--- src/logic/pdl_map.vh ---
/*
 * constants for the pll divider and lock control block:
 * register offsets, field positions, reset values and lock count.
 * assumes a 32-bit axi4-lite register bus with word aligned registers.
 */
`ifndef PDL_MAP_VH
`define PDL_MAP_VH

// ***************************************************************
// register offsets (byte addresses)
// ***************************************************************
`define PDL_OFF_CTRL0     4'h0
`define PDL_OFF_CTRL1     4'h4
`define PDL_OFF_STAT      4'h8

// ***************************************************************
// control fields
// ***************************************************************
`define PDL_RATIO_LSB     0
`define PDL_RATIO_W       5
`define PDL_PSEL_LSB      5
`define PDL_PSEL_W        2
`define PDL_BYP_BIT       7
`define PDL_PD_BIT        8
`define PDL_CTRL_RST      9'h100

// ***************************************************************
// lock detector and model
// ***************************************************************
`define PDL_LOCK_RUN      4'h9
`define PDL_ERR_LIMIT     8'h02
`define PDL_RESP_OKAY     2'h0
`define PDL_RESP_SLVERR   2'h2

`endif

--- src/logic/pdl_pll.v ---
/*
 * one pll instance: behavioural oscillator, post divider, feedback
 * divider, phase comparison and lock detector.
 * assumes ref_in already synchronised to clk, and clk fast enough
 * to act as the behavioural oscillator step.
 */
`timescale 1ns/1ns
`include "pdl_map.vh"

module pdl_pll (
	// clock and reset
	input  wire       clk,
	input  wire       rst_n,
	// configuration
	input  wire       pd,
	input  wire       bypass,
	input  wire [4:0] ratio_sel,
	input  wire [1:0] psel,
	// reference and outputs
	input  wire       ref_in,
	output reg        clk_out,
	output reg        lock,
	output reg        fb_out
);

	// ***************************************************************
	// divider settings, taken only while held in reset
	// ***************************************************************
	reg  [4:0] ratio_sel_q;
	reg  [1:0] psel_q;
	reg        byp_q;
	reg  [3:0] p_val;
	reg        ref_q;
	reg        osc_q;
	reg  [3:0] pcnt_q;
	reg  [5:0] mcnt_q;
	reg  [7:0] err_q;
	reg  [3:0] run_q;
	wire       ref_rise;
	wire       out_rise;
	wire       fb_rise;
	reg        out_prev_q;
	reg        fb_prev_q;
	wire       next_out;
	reg        live_q;

	always @* begin
		case (psel_q)
		2'h0: p_val = 4'h1;
		2'h1: p_val = 4'h2;
		2'h2: p_val = 4'h4;
		default: p_val = 4'h8;
		endcase
	end

	always @(posedge clk or negedge rst_n) begin
		if (!rst_n) begin
			ratio_sel_q <= 5'h00;
			psel_q      <= 2'h0;
			byp_q       <= 1'b0;
		end else if (pd) begin
			// a ratio change lands only while dividers are in reset
			ratio_sel_q <= ratio_sel;
			psel_q      <= psel;
			byp_q       <= bypass;
		end
	end

	// ***************************************************************
	// oscillator and dividers
	// ***************************************************************
	// level the output clock takes at this edge, so feedback counts its rises
	assign next_out = byp_q ? ~osc_q :
		((pcnt_q == p_val - 4'h1) ? ~clk_out : clk_out);

	always @(posedge clk or negedge rst_n) begin
		if (!rst_n) begin
			live_q  <= 1'b0;
			osc_q   <= 1'b0;
			pcnt_q  <= 4'h0;
			clk_out <= 1'b0;
			mcnt_q  <= 6'h00;
			fb_out  <= 1'b0;
		end else if (pd) begin
			live_q  <= 1'b0;
			osc_q   <= 1'b0;
			pcnt_q  <= 4'h0;
			clk_out <= 1'b0;
			mcnt_q  <= 6'h00;
			fb_out  <= 1'b0;
		end else if (!live_q) begin
			// no analog loop: the chain waits for a reference edge instead,
			// trading some start-up delay for a glitch-free first period
			osc_q   <= 1'b0;
			clk_out <= 1'b0;
			mcnt_q  <= 6'h00;
			fb_out  <= 1'b0;
			if (ref_rise) begin
				live_q <= 1'b1;
				// first output rise 2p-1 clocks on, so feedback meets reference
				pcnt_q <= 4'h1 - p_val;
			end
		end else begin
			osc_q <= ~osc_q;
			if (byp_q) begin
				clk_out <= ~osc_q;
			end else if (pcnt_q == p_val - 4'h1) begin
				// toggling every p clocks gives 2p and 50% duty
				pcnt_q  <= 4'h0;
				clk_out <= ~clk_out;
			end else begin
				pcnt_q <= pcnt_q + 4'h1;
			end
			if (next_out && !clk_out) begin
				// one feedback period per m output periods
				if (mcnt_q == {1'b0, ratio_sel_q}) begin
					mcnt_q <= 6'h00;
					fb_out <= 1'b1;
				end else begin
					mcnt_q <= mcnt_q + 6'h01;
					if (mcnt_q == {2'b00, ratio_sel_q[4:1]})
						fb_out <= 1'b0;
				end
			end else if (clk_out && !next_out && ratio_sel_q == 5'h00) begin
				// ratio of one: feedback simply follows the output clock
				fb_out <= 1'b0;
			end
		end
	end

	// ***************************************************************
	// phase comparison and lock detector
	// ***************************************************************
	assign ref_rise = ref_in & ~ref_q;
	assign out_rise = clk_out & ~out_prev_q;
	assign fb_rise  = fb_out & ~fb_prev_q;

	always @(posedge clk or negedge rst_n) begin
		if (!rst_n) begin
			ref_q      <= 1'b0;
			out_prev_q <= 1'b0;
			fb_prev_q  <= 1'b0;
			err_q      <= 8'h00;
			run_q      <= 4'h0;
			lock       <= 1'b0;
		end else if (pd) begin
			ref_q      <= ref_in;
			out_prev_q <= 1'b0;
			fb_prev_q  <= 1'b0;
			err_q      <= 8'h00;
			run_q      <= 4'h0;
			lock       <= 1'b0;
		end else begin
			ref_q      <= ref_in;
			out_prev_q <= clk_out;
			fb_prev_q  <= fb_out;
			// error counts clocks between a reference edge and feedback edge
			if (ref_rise && fb_rise)
				err_q <= 8'h00;
			else if (ref_rise || fb_rise)
				err_q <= 8'h01;
			else if (err_q != 8'h00 && err_q != 8'hFF)
				err_q <= err_q + 8'h01;
			if (ref_rise) begin
				if (fb_rise || (err_q != 8'h00 && err_q <= `PDL_ERR_LIMIT)) begin
					if (run_q != `PDL_LOCK_RUN)
						run_q <= run_q + 4'h1;
					if (run_q >= `PDL_LOCK_RUN - 4'h1)
						lock <= 1'b1;
				end else begin
					run_q <= 4'h0;
					lock  <= 1'b0;
				end
			end
		end
	end

endmodule

--- src/logic/pdl_top.v ---
/*
 * pll divider and lock control: system pll and usb pll with an
 * axi4-lite register slave for dividers, bypass, power-down and lock.
 * assumes reference clocks arrive asynchronously on pins.
 */
// The placing of the registers and register access over AXI4-Lite are this design's own decisions.
`timescale 1ns/1ns
`include "pdl_map.vh"

module pdl_top (
	// clock and reset
	input  wire        CLK,
	input  wire        RSTN,
	// reference clock pins
	input  wire        SYS_REF_CLK,
	input  wire        USB_REF_CLK,
	// pll outputs
	output wire        SYS_CLK_OUT,
	output wire        SYS_LOCK,
	output wire        USB_CLK_OUT,
	output wire        USB_LOCK,
	// axi4-lite write address
	input  wire [3:0]  AWADDR,
	input  wire        AWVALID,
	output wire        AWREADY,
	// axi4-lite write data
	input  wire [31:0] WDATA,
	input  wire [3:0]  WSTRB,
	input  wire        WVALID,
	output wire        WREADY,
	// axi4-lite write response
	output reg  [1:0]  BRESP,
	output reg         BVALID,
	input  wire        BREADY,
	// axi4-lite read address
	input  wire [3:0]  ARADDR,
	input  wire        ARVALID,
	output wire        ARREADY,
	// axi4-lite read data
	output reg  [31:0] RDATA,
	output reg  [1:0]  RRESP,
	output reg         RVALID,
	input  wire        RREADY
);

	// ***************************************************************
	// control registers
	// ***************************************************************
	reg  [8:0]  ctrl0_q;
	reg  [8:0]  ctrl1_q;
	reg         aw_got_q;
	reg         w_got_q;
	reg  [3:0]  awaddr_q;
	reg  [31:0] wdata_q;
	reg  [3:0]  wstrb_q;
	reg  [1:0]  sys_sync_q;
	reg  [1:0]  usb_sync_q;
	wire        wr_go;
	reg  [31:0] rd_d;
	reg         rd_ok;

	// ***************************************************************
	// write channel
	// ***************************************************************
	assign AWREADY = !aw_got_q && !BVALID;
	assign WREADY  = !w_got_q && !BVALID;
	assign wr_go   = aw_got_q && w_got_q && !BVALID;

	always @(posedge CLK or negedge RSTN) begin
		if (!RSTN) begin
			aw_got_q <= 1'b0;
			w_got_q  <= 1'b0;
			awaddr_q <= 4'h0;
			wdata_q  <= 32'h00000000;
			wstrb_q  <= 4'h0;
			BVALID   <= 1'b0;
			BRESP    <= `PDL_RESP_OKAY;
			ctrl0_q  <= `PDL_CTRL_RST;
			ctrl1_q  <= `PDL_CTRL_RST;
		end else begin
			if (AWVALID && AWREADY) begin
				aw_got_q <= 1'b1;
				awaddr_q <= AWADDR;
			end
			if (WVALID && WREADY) begin
				w_got_q <= 1'b1;
				wdata_q <= WDATA;
				wstrb_q <= WSTRB;
			end
			if (wr_go) begin
				aw_got_q <= 1'b0;
				w_got_q  <= 1'b0;
				BVALID   <= 1'b1;
				BRESP    <= `PDL_RESP_OKAY;
				case (awaddr_q)
				`PDL_OFF_CTRL0: begin
					if (wstrb_q[0])
						ctrl0_q[7:0] <= wdata_q[7:0];
					if (wstrb_q[1])
						ctrl0_q[8] <= wdata_q[8];
				end
				`PDL_OFF_CTRL1: begin
					if (wstrb_q[0])
						ctrl1_q[7:0] <= wdata_q[7:0];
					if (wstrb_q[1])
						ctrl1_q[8] <= wdata_q[8];
				end
				`PDL_OFF_STAT: ;
				default: BRESP <= `PDL_RESP_SLVERR;
				endcase
			end else if (BVALID && BREADY) begin
				BVALID <= 1'b0;
			end
		end
	end

	// ***************************************************************
	// read channel
	// ***************************************************************
	assign ARREADY = !RVALID;

	always @* begin
		rd_d  = 32'h00000000;
		rd_ok = 1'b1;
		case (ARADDR)
		`PDL_OFF_CTRL0: rd_d[8:0] = ctrl0_q;
		`PDL_OFF_CTRL1: rd_d[8:0] = ctrl1_q;
		`PDL_OFF_STAT:  rd_d[1:0] = {USB_LOCK, SYS_LOCK};
		default:        rd_ok = 1'b0;
		endcase
	end

	always @(posedge CLK or negedge RSTN) begin
		if (!RSTN) begin
			RVALID <= 1'b0;
			RDATA  <= 32'h00000000;
			RRESP  <= `PDL_RESP_OKAY;
		end else if (ARVALID && ARREADY) begin
			RVALID <= 1'b1;
			RDATA  <= rd_d;
			RRESP  <= rd_ok ? `PDL_RESP_OKAY : `PDL_RESP_SLVERR;
		end else if (RVALID && RREADY) begin
			RVALID <= 1'b0;
		end
	end

	// ***************************************************************
	// reference synchronisers
	// ***************************************************************
	// reference edges are only seen at clk rate, so phase error is coarse
	always @(posedge CLK or negedge RSTN) begin
		if (!RSTN) begin
			sys_sync_q <= 2'b00;
			usb_sync_q <= 2'b00;
		end else begin
			sys_sync_q <= {sys_sync_q[0], SYS_REF_CLK};
			usb_sync_q <= {usb_sync_q[0], USB_REF_CLK};
		end
	end

	// ***************************************************************
	// pll instances
	// ***************************************************************
	pdl_pll u_sys (
		.clk       (CLK),
		.rst_n     (RSTN),
		.pd        (ctrl0_q[`PDL_PD_BIT]),
		.bypass    (ctrl0_q[`PDL_BYP_BIT]),
		.ratio_sel (ctrl0_q[`PDL_RATIO_LSB +: `PDL_RATIO_W]),
		.psel      (ctrl0_q[`PDL_PSEL_LSB +: `PDL_PSEL_W]),
		.ref_in    (sys_sync_q[1]),
		.clk_out   (SYS_CLK_OUT),
		.lock      (SYS_LOCK),
		.fb_out    ()
	);

	// usb clock from an identical instance
	pdl_pll u_usb (
		.clk       (CLK),
		.rst_n     (RSTN),
		.pd        (ctrl1_q[`PDL_PD_BIT]),
		.bypass    (ctrl1_q[`PDL_BYP_BIT]),
		.ratio_sel (ctrl1_q[`PDL_RATIO_LSB +: `PDL_RATIO_W]),
		.psel      (ctrl1_q[`PDL_PSEL_LSB +: `PDL_PSEL_W]),
		.ref_in    (usb_sync_q[1]),
		.clk_out   (USB_CLK_OUT),
		.lock      (USB_LOCK),
		.fb_out    ()
	);

endmodule
--- config.mk ---
export PLATFORM = sky130hd
export DESIGN_NAME = pdl_top
export DESIGN_NICKNAME = d
export VERILOG_FILES = /design/src/logic/pdl_pll.v /design/src/logic/pdl_top.v
export VERILOG_INCLUDE_DIRS = /design/src /design/src/logic
export SDC_FILE = /design/constraint.sdc
export NUM_CORES = 1
export LEC_CHECK = 0
export BUFFER_PORTS_ARGS = -buffer_cell sky130_fd_sc_hd__buf_4
export CAP_MARGIN = 20
export CORE_MARGIN = 3
export CORE_UTILIZATION = 59
export CTS_BUF_LIST = sky130_fd_sc_hd__clkbuf_4
export DETAILED_ROUTE_END_ITERATION = 10
export MAX_ROUTING_LAYER = met4
export PLACE_DENSITY = 0.82
export SLEW_MARGIN = 10
export SYNTH_ARGS = -nofsm -noshare
export SYNTH_HDL_FRONTEND = slang
export SYNTH_SLANG_ARGS = --single-unit
--- constraint.sdc ---
create_clock -name CLK -period 2.65 [get_ports CLK]
set_input_delay 0.53 -clock CLK [delete_from_list [all_inputs] [get_ports CLK]]
set_output_delay 0.53 -clock CLK [all_outputs]
set_load 0.01 [all_outputs]
==> results of run 1 <==
[cells by family (layout without fill, tap and decap cells)]
family / Yosys count / count (layout)
xor gates and xnor gates: 37 / 37
muxes: 54 / 54
AOI/OAI and AO/OA: 118 / 118
DFF: 126 / 126
and+or+nand+nor: 190 / 190
buffers and inverters: 71 / 113
other: 1 / 26
adders and majority gates: 23 / 23
[critical path, stage by stage, from the launching register on]
cell     delay [ps]
dfrtp_1         390
inv_1            90
ha_1            210
xnor2_1         200
mux2i_1         430
a32oi_2         340
or4b_1          580
a21oi_1         150
[Yosys cell counts, drive strengths merged (5+ instances only)]
cell type,n
a21o,6
nand4,11
nand2,48
clkbuf,15
dfrtp,124
o21ai,26
nor2,32
ha,23
buf,27
or3,14
o22ai,9
mux2i,9
nand2b,15
a22o,5
nor3,5
mux2,45
xor2,19
a31oi,6
nand3,23
inv,29
a22oi,8
nor4,6
a21oi,29
nor2b,12
xnor2,18
[worst paths after layout]
| check | start | to | slack (ps) | depth (start not counted) |
|---|---|---|---|---|
| setup / recovery | u_usb.psel_q[1]$_DFFE_PN0P_ | u_usb.mcnt_q[5]$_DFFE_PN0P_ | 200 | 7 |
| hold / removal | RSTN | u_usb.run_q[2]$_DFFE_PN0P_ | 90 | 2 |
| setup reg to reg | u_usb.psel_q[1]$_DFFE_PN0P_ | u_usb.mcnt_q[5]$_DFFE_PN0P_ | 200 | 7 |
| hold reg to reg | sys_sync_q[0]$_DFF_PN0_ | sys_sync_q[1]$_DFF_PN0_ | 360 | 0 |
| max in group asynchronous | RSTN | u_usb.clk_out$_DFF_PN0_ | 2060 | 2 |
| min in group CLK | SYS_REF_CLK | sys_sync_q[0]$_DFF_PN0_ | 120 | 1 |
[cells in the final DEF (no fill, tap or decap), types with 4 or more instances in the layout]
cell | netlist | final
a211oi_1 | 4 | 4
a21o_1 | 6 | 6
a22oi_1 | 8 | 8
xor2_1 | 19 | 19
or3b_1 | 4 | 4
bufinv_16 | 0 | 6
nand2b_1 | 15 | 15
o2bb2ai_1 | 4 | 4
xnor2_1 | 18 | 18
and2_1 | 4 | 4
inv_1 | 29 | 29
nor4_1 | 4 | 4
mux2i_1 | 7 | 7
o22ai_1 | 9 | 9
nor3_1 | 5 | 5
dfrtp_1 | 124 | 124
nand4_1 | 11 | 11
o21ai_0 | 26 | 26
clkbuf_4 | 0 | 19
ha_1 | 23 | 23
nand3_1 | 23 | 23
nor2b_1 | 12 | 12
a31oi_1 | 6 | 6
nor2_1 | 32 | 32
buf_4 | 25 | 51
conb_1 | 1 | 25
or3_1 | 14 | 14
a21oi_1 | 29 | 29
mux2_2 | 45 | 45
a22o_1 | 5 | 5
nand2_1 | 48 | 48
[flip-flops by register name, summed over array words and instances (netlist names), 6 cells and up]
name and cells:
ctrl0_q 9, RDATA 9, u_sys.err_q 8, u_usb.mcnt_q 6, u_sys.mcnt_q 6, ctrl1_q 9, wdata_q 9, u_usb.err_q 8
[layout make-up]
class	count	area share
flip-flops and latches	126	0.4336
multi-input cells	447	0.4227
repair buffers	52	0.05535
clock inverters	13	0.03008
well taps	136	0.02338
clock buffers	19	0.01960
inverters	29	0.01496
diodes	1	0.0003438
[power by group through the flow]
stage	clock network (mW)	registers, mW	logic (mW)
2_1_floorplan	0	3.01	2.52
3_3_place_gp	0	3.20	2.93
3_5_place_dp	0	3.24	3.10
4_1_cts	1.67	3.22	3.13
5_1_grt	1.77	3.32	3.52
6_report	1.64	3.24	3.14
[routing by layer]
layer	vias to the layer above	global-route usage	share of wire
li1	2255	-	-
met1	2382	0.2805	0.43
met2	138	0.3754	0.50
met3	34	0.04367	0.046
met4	0	0.1018	0.026
met5	-	-	0
==> out/results.ini, run 1 <==
[yosys]
synth-simple-area-share = 0.1533
synth_compound_area_frac = 0.1175
synth-xor-area-share = 0.04987
synthAdderAreaFrac = 0.04429
synth.top_cell.area_share = 0.4776
synth.area.mux_share = 0.09301
synth_top_family_by_area = simple AND/OR/NAND/NOR gates
synth_area_leaders = dfrtp_1, mux2_2, ha_1, buf_4, nand2_1
syn-mean-instance-area_sq_um = 10.48
synth-seq-cells = 126
synth_edf_count = 0
ys_types = 55
synth_cells = 620
synth_ff_type = dfrtp_1
ys_async_sr_fraction = 1.000
yosys.area.top_type = dfrtp_1
syn_area_sq_um = 6497
ys_seq_area_frac = 0.4857
synth_warnings = 0

[worst_setup_path]
cp.arrival_ps = 2890
crit_type = reg -> reg
worstSetupEndpointType = flip-flop
start_kind = flip-flop
required_ps = 3090
cp_max_fo = 11

[global_route]
antenna_found_initial = 1
grt_usage = 0.2301
grt_first_pass_wirelength_microns = 22520
grt_pass1_vias = 4750
grt_max_degree = 127
grt_overflow = 0

[clock_tree]
cts.sinks = 126
holdBufCountCts = 0
insertion_delay_ps = 510
numCtsBuffers = 17
clkTransAtPathRegs_ps = 110
clockRootBuffer = clkbuf_4
tritoncts = built
cts-resized-gates = 0
ctsHtreeMaxLevel = 4
cts_buffer_depth = 2
post_cts_buffers = 0

[final_layout]
utilization = 0.6926
fin_area_sq_um = 7278
fillCellCount = 757
multi_input_area_sq_um = 3077
nNetsFinal = 749
register_area_sq_um = 3156
drive_gt1_frac = 0.1983
final_cells = 823
area_growth_pct = 12.02

[pwr]
internal_power_mw = 4.956
p_sw_frac = 0.3823
power.switching_mw = 3.067
finalPower_mw = 8.023
p_leak_nw = 3.387
pwr-share-clk = 0.205
power_density_nw_per_um2 = 1102
combPwrFrac = 0.392
seqPwrFrac = 0.403
ir_drop_mv = 0.6524

[placed_design]
place_hpwl_microns = 9319
postPlaceCellArea_sq_um = 6907
dp_cells = 790
place_worst_setup_slack_ps = 179.7
port_buffers = 47
gp_congestion = 0.8509

[floorplan]
initial_core_util = 0.6183
fp-row-count = 37
core_area_sq_um = 10510
fp.dieW_microns = 110.9
die_y_microns = 110.9
io_pins = 98
dieArea_sq_um = 12310

[min_path]
hp-class = in -> async

[timing]
min_period_over_period = 0.9249
rsz0062_at_grt = false
fin_crit_ps = 2451
setup_ws_ps = 199.0
fin_setup_tns_ps = 0
timing.hold.ws_ps = 86.18
worst_pin_slew_ps = 729.4
fmax_ghz = 0.4080
setup_viol = 0
max-slew-margin-rel = 0.4999
slew_violations = 0
finalClockSkew_ps = 13.00
hold_viol = 0

[flow_run]
max-cap-violations = 0

[route]
wl_per_cell_microns = 16.16
via_per_inst = 5.843
drt-pass1-iter-count = 7
drt_iter0_markers = 249
ant_nets = 0
wirelength_microns = 13300
drc = 0
dr_total_vias = 4809

[status]
outcome = finished, final reports clean

(Power assumes the default switching activity.)
==> inputs of run 2 (changes only) <==
--- a/config.mk
+++ b/config.mk
@@ -9,11 +9,12 @@
 export BUFFER_PORTS_ARGS = -buffer_cell sky130_fd_sc_hd__buf_4
 export CAP_MARGIN = 20
 export CORE_MARGIN = 3
-export CORE_UTILIZATION = 59
+export CORE_UTILIZATION = 53
 export CTS_BUF_LIST = sky130_fd_sc_hd__clkbuf_4
+export CTS_CLUSTER_SIZE = 14
 export DETAILED_ROUTE_END_ITERATION = 10
 export MAX_ROUTING_LAYER = met4
-export PLACE_DENSITY = 0.82
+export PLACE_DENSITY = 0.78
 export SLEW_MARGIN = 10
 export SYNTH_ARGS = -nofsm -noshare
 export SYNTH_HDL_FRONTEND = slang
==> constraint.sdc (replaced) <==
create_clock -name CLK -period 2.15 [get_ports CLK]
set_input_delay 0.43 -clock CLK [delete_from_list [all_inputs] [get_ports CLK]]
set_output_delay 0.43 -clock CLK [all_outputs]
set_load 0.01 [all_outputs]
==> run 2 against run 1 <==
  * Via count is 0.98% higher
  * Global-route usage is 1.3 points lower
  * Clock-buffer cell count is 3 higher
  * First-iteration DRC count is 33% higher
  * Sequential power is 22% higher
  * Non-clock buffer count is 22 higher
  * Fmax is 16% higher
  * Largest power group is now combinational logic
==> out/results.ini, run 2 (synthesized netlist as in run 1, its figures left out) <==
[worst_setup_path]
crit_type = reg -> reg
max_stage_delay_ps = 520
cp_top_family = simple AND/OR/NAND/NOR gates
cp_cell_sequence = or4_1 > or3_1 > a2bb2oi_1 > a311oi_1 > o32ai_1
critPathBufInv = 0
start_kind = flip-flop
cp_slowest_cell = or4_1
cp.arrival_ps = 2490
required_ps = 2530
cp_max_fo = 3
worstSetupEndpointType = flip-flop

[placed_design]
dp_cells = 809
port_buffers = 47
postPlaceCellArea_sq_um = 7005
gp_congestion = 0.8981
place_hpwl_microns = 9611
place_worst_setup_slack_ps = -60.08

[route]
ant_nets = 0
drt-pass1-iter-count = 4
via_per_inst = 5.700
wirelength_microns = 13470
dr_total_vias = 4856
drt_iter0_markers = 331
drc = 0
wl_per_cell_microns = 15.81

[final_layout]
utilization = 0.6364
final_cells = 852
drive_gt1_frac = 0.2387
area_growth_pct = 14.71
layout_commonest_cell = dfrtp_1
nNetsFinal = 771
fin_area_sq_um = 7453
layout_common_cells = dfrtp_1, buf_4, nand2_1

[timing]
finalClockSkew_ps = 15.48
min_period_over_period = 0.9834
max-slew-margin-rel = 0.5412
worst_pin_slew_ps = 681.0
fmax_ghz = 0.4730
setup_ws_ps = 35.66
slew_violations = 0
hold_viol = 0
fin_crit_ps = 2114
rsz0062_at_grt = true
timing.hold.ws_ps = 82.62
setup_viol = 0
fin_setup_tns_ps = 0

[pwr]
power.switching_mw = 3.881
seqPwrFrac = 0.396
internal_power_mw = 6.113
pwr-share-clk = 0.168
power_density_nw_per_um2 = 1341
combPwrFrac = 0.436
finalPower_mw = 9.994
p_leak_nw = 3.457
p_sw_frac = 0.3883
ir_drop_mv = 0.6547

[global_route]
grt_overflow = 0
grt_max_degree = 55
grt_first_pass_wirelength_microns = 22510
antenna_found_initial = 1
grt_pass1_vias = 4817
grt_usage = 0.2171

[clock_tree]
tritoncts = built
insertion_delay_ps = 520
clockRootBuffer = clkbuf_4
cts.sinks = 126
clkTransAtPathRegs_ps = 110
ctsHtreeMaxLevel = 4
numCtsBuffers = 17
cts_buffer_depth = 2

[floorplan]
core_area_sq_um = 11710
io_pins = 98
die_y_microns = 116.7
initial_core_util = 0.5548
fp.dieW_microns = 116.7
dieArea_sq_um = 13620
fp-row-count = 39

[status]
outcome = finished, final reports clean

[min_path]
hp-class = in -> reg

[flow_run]
max-cap-violations = 0

[run 2: cell types whose count changed in the layout (fill, tap and decap cells not counted), moves of 3 or more]
cell           previous run  this run
clkbuf_4                 19        22
clkinv_1                  3         6
ha_1                     23        20
a21oi_2                   0         3
a21oi_1                  29        26
dlygate4sd3_1             0         3
ha_2                      0         3
bufinv_16                 6         3
buf_4                    51        70
[run 2: path summary, 6_finish.rpt]
check / to / slack [ps] / cells after the start / startpoint
setup / recovery: u_sys.fb_out$_DFFE_PN0P_ / 40 / 5 / u_sys.ratio_sel_q[0]$_DFFE_PN0P_
hold / removal: RVALID$_DFFE_PN0P_ / 80 / 2 / RREADY
setup reg to reg: u_sys.fb_out$_DFFE_PN0P_ / 40 / 5 / u_sys.ratio_sel_q[0]$_DFFE_PN0P_
hold reg to reg: sys_sync_q[1]$_DFF_PN0_ / 360 / 0 / sys_sync_q[0]$_DFF_PN0_
max in group asynchronous: u_sys.err_q[0]$_DFFE_PN0P_ / 1100 / 3 / RSTN
min in group asynchronous: RRESP[1]$_DFFE_PN0P_ / 350 / 2 / RSTN
[run 2: timing repair]
action                                  4_1_cts  5_1_grt
hold buffers                                  3        0
gates resized for setup                       3       15
cloned                                        0        0
endpoints found under the setup margin        5       12
pin swaps                                     2        6
hold endpoints to repair                     23        0
buffers inserted                              2        5
[run 2: layer usage]
layer / global-route usage / wire length, microns / vias to the layer above
met3: 0.04560 / 656 / 34
met4: 0.08639 / 352 / 0
met5: - / 0 / -
met2: 0.3409 / 6646 / 144
met1: 0.2766 / 5815 / 2384
li1: - / - / 2294
[run 2: cell type report]
type / count / area [sq um]
clock buffer: 22 / 165.2
antenna: 1 / 2.502
sequential: 126 / 3156
tap: 143 / 178.9
multi-input combinational: 447 / 3147
fill: 910 / 4258
clock inverter: 10 / 120.1
timing repair buffer: 74 / 575.6
inverter: 29 / 108.9
[run 2: power by group through the flow]
stage          combinational (mW)  sequential [mW]  clock (mW)
2_1_floorplan                3.10             3.70           0
3_3_place_gp                 3.77             3.91           0
3_5_place_dp                 3.97             3.97           0
4_1_cts                      4.07             3.93        1.72
5_1_grt                      4.83             4.09        1.82
6_report                     4.36             3.96        1.68
==> inputs of run 3 (changes only) <==
--- a/config.mk
+++ b/config.mk
@@ -8,6 +8,7 @@
 export LEC_CHECK = 0
 export BUFFER_PORTS_ARGS = -buffer_cell sky130_fd_sc_hd__buf_4
 export CAP_MARGIN = 20
+export CORE_ASPECT_RATIO = 1.1
 export CORE_MARGIN = 3
 export CORE_UTILIZATION = 53
 export CTS_BUF_LIST = sky130_fd_sc_hd__clkbuf_4
==> run 3 against run 2 <==
  * First-iteration DRC count is 29% lower
  * Clock skew is 1.1 ps higher
  * Die area hardly changed
  * Critical path depth is 3 higher
  * Hold slack worse by 16 ps
  * Final area is 1.1% higher
  * Non-clock buffer count is 4 higher
  * Sequential share of layout area is 0.44 points lower
  * Utilization is 0.52 points higher
  * Fmax is 1.9% higher
  * Register-to-register slack better by 40 ps
  * Critical endpoint is now u_sys.mcnt_q[1]$_DFFE_PN0P_
  * Largest power group unchanged
==> out/results.ini, run 3 (synthesized netlist as in run 1, its figures left out) <==
[global_route]
grt_pass1_vias = 4912
antenna_found_initial = 0
grt_max_degree = 40
grt_usage = 0.2159
grt_overflow = 0
grt_first_pass_wirelength_microns = 22980

[pwr]
ir_drop_mv = 0.8770
p_leak_nw = 3.465
power_density_nw_per_um2 = 1357
combPwrFrac = 0.444
seqPwrFrac = 0.390
pwr-share-clk = 0.166
p_sw_frac = 0.3932
internal_power_mw = 6.207
power.switching_mw = 4.022

[timing]
hold_viol = 0
worst_pin_slew_ps = 670.5
max-slew-margin-rel = 0.5483
timing.hold.ws_ps = 66.40
min_period_over_period = 0.9653
slew_violations = 0
finalClockSkew_ps = 16.58
fin_setup_tns_ps = 0
rsz0062_at_grt = true
fin_crit_ps = 2075
fmax_ghz = 0.4818
setup_viol = 0

[worst_setup_path]
required_ps = 2620
cp_max_fo = 7
cp.arrival_ps = 2550
start_kind = flip-flop
critPathBufInv = 2
r2r_end = u_sys.mcnt_q[1]$_DFFE_PN0P_
worstSetupEndpointType = flip-flop
cp_cell_sequence = buf_4 > ha_2 > or2_1 > mux2i_2 > a32oi_2 > buf_6 > or3b_4 > a21oi_2
crit_type = reg -> reg
max_stage_delay_ps = 420
reg2reg_from = u_sys.psel_q[1]$_DFFE_PN0P_
cp_slowest_cell = dfrtp_1
reg2reg_depth = 8
cp_top_family = simple AND/OR/NAND/NOR gates
r2r_setup_slack_ps = 70

[clock_tree]
numCtsBuffers = 17
clockRootBuffer = clkbuf_4
cts_buffer_depth = 2
cts.sinks = 126
ctsHtreeMaxLevel = 4
tritoncts = built
insertion_delay_ps = 530
clkTransAtPathRegs_ps = 110

[route]
drc = 0
dr_total_vias = 4885
ant_nets = 0
via_per_inst = 5.667
drt_iter0_markers = 236
drt-pass1-iter-count = 4
wirelength_microns = 13860
wl_per_cell_microns = 16.08

[floorplan]
fp-row-count = 41
initial_core_util = 0.5531
io_pins = 98
core_area_sq_um = 11750
dieArea_sq_um = 13630
die_y_microns = 122.1
fp.dieW_microns = 111.6

[placed_design]
port_buffers = 47
gp_congestion = 0.8274
place_hpwl_microns = 10030

[final_layout]
area_growth_pct = 16.00
nNetsFinal = 775
layout_common_cells = dfrtp_1, buf_4, nand2_1
drive_gt1_frac = 0.2528
layout_commonest_cell = dfrtp_1
diodes = 0

[min_path]
hp-class = in -> reg
holdPathStages = 2
hold_end = RVALID$_DFFE_PN0P_
worstHoldStart = RREADY

[flow_run]
max-cap-violations = 0

[status]
outcome = finished, final reports clean

==> run 3: cell types whose count changed in the layout (fill, tap and decap cells not counted), moves of 2 or more <==
cell	previous run	this run
buf_4	70	72
clkbuf_4	22	20
ha_4	0	2
dfrtp_2	0	2
clkinvlp_4	1	5
dfrtp_1	124	122
clkinv_1	6	2
clkinv_2	0	2
==> run 3: cell type report <==
cell class / count / area, sq um
clock buffer: 20 / 150.1
multi-input combinational: 447 / 3166
tap: 150 / 187.7
clock inverter: 12 / 145.1
inverter: 29 / 108.9
fill: 910 / 4210
timing repair buffer: 78 / 621.8
sequential: 126 / 3158
==> run 3: worst reg2reg max path: stages, from the launching register on <==
cell and delay [ps]:
dfrtp_1 420, buf_4 140, ha_2 160, or2_1 210
mux2i_2 240, a32oi_2 190, buf_6 170, or3b_4 370
a21oi_2 120
==> run 3: power by group through the flow <==
stage	combinational [mW]	clock (mW)	sequential (mW)
2_1_floorplan	3.10	0	3.70
3_3_place_gp	3.77	0	3.94
3_5_place_dp	4.02	0	4.01
4_1_cts	4.10	1.74	3.96
5_1_grt	5.01	1.85	4.11
6_report	4.54	1.70	3.99
==> run 3: worst max-delay path by stage <==
stage	start	end	slack (ps)	cells past startpoint
3_5_place_dp	u_usb.psel_q[1]$_DFFE_PN0P_	u_usb.mcnt_q[1]$_DFFE_PN0P_	-100	8
3_3_place_gp	u_usb.psel_q[0]$_DFFE_PN0P_	u_usb.mcnt_q[5]$_DFFE_PN0P_	50	6
4_1_cts	u_sys.psel_q[0]$_DFFE_PN0P_	u_sys.mcnt_q[1]$_DFFE_PN0P_	3	7
2_1_floorplan	u_usb.psel_q[0]$_DFFE_PN0P_	u_usb.mcnt_q[0]$_DFFE_PN0P_	200	7
5_1_grt	u_sys.psel_q[0]$_DFFE_PN0P_	u_sys.mcnt_q[0]$_DFFE_PN0P_	-30	8
6_report	u_sys.psel_q[1]$_DFFE_PN0P_	u_sys.mcnt_q[1]$_DFFE_PN0P_	70	8
==> run 3: per-stage QoR <==
step	power, mW	utilization	setup slack, ps	instance area, sq um	cells
after detailed placement	8.027	0.5981	-99.27	7027	816
final	10.23	0.6416	74.50	7537	862
after global routing	10.96	0.6416	-29.05	7537	862
after CTS	9.807	0.6281	3.280	7378	853
after global placement	7.709	0.5981	49.15	7027	816
after floorplan	6.804	-	197.1	6588	644
==> run 3: routing by layer <==
metal / vias to the layer above / routed length, microns / global-route usage
met1: 2386 / 5882 / 0.2527
met5: - / 0 / -
li1: 2315 / - / -
met2: 153 / 7001 / 0.3601
met4: 0 / 350 / 0.09886
met3: 31 / 627 / 0.04620
==> run 3: timing repair <==
item	CTS	global route
endpoints found under the setup margin	7	12
endpoints found under the hold margin	36	0
hold buffers	3	0
buffers inserted	2	9
pin swaps	0	7
resized for setup	2	22
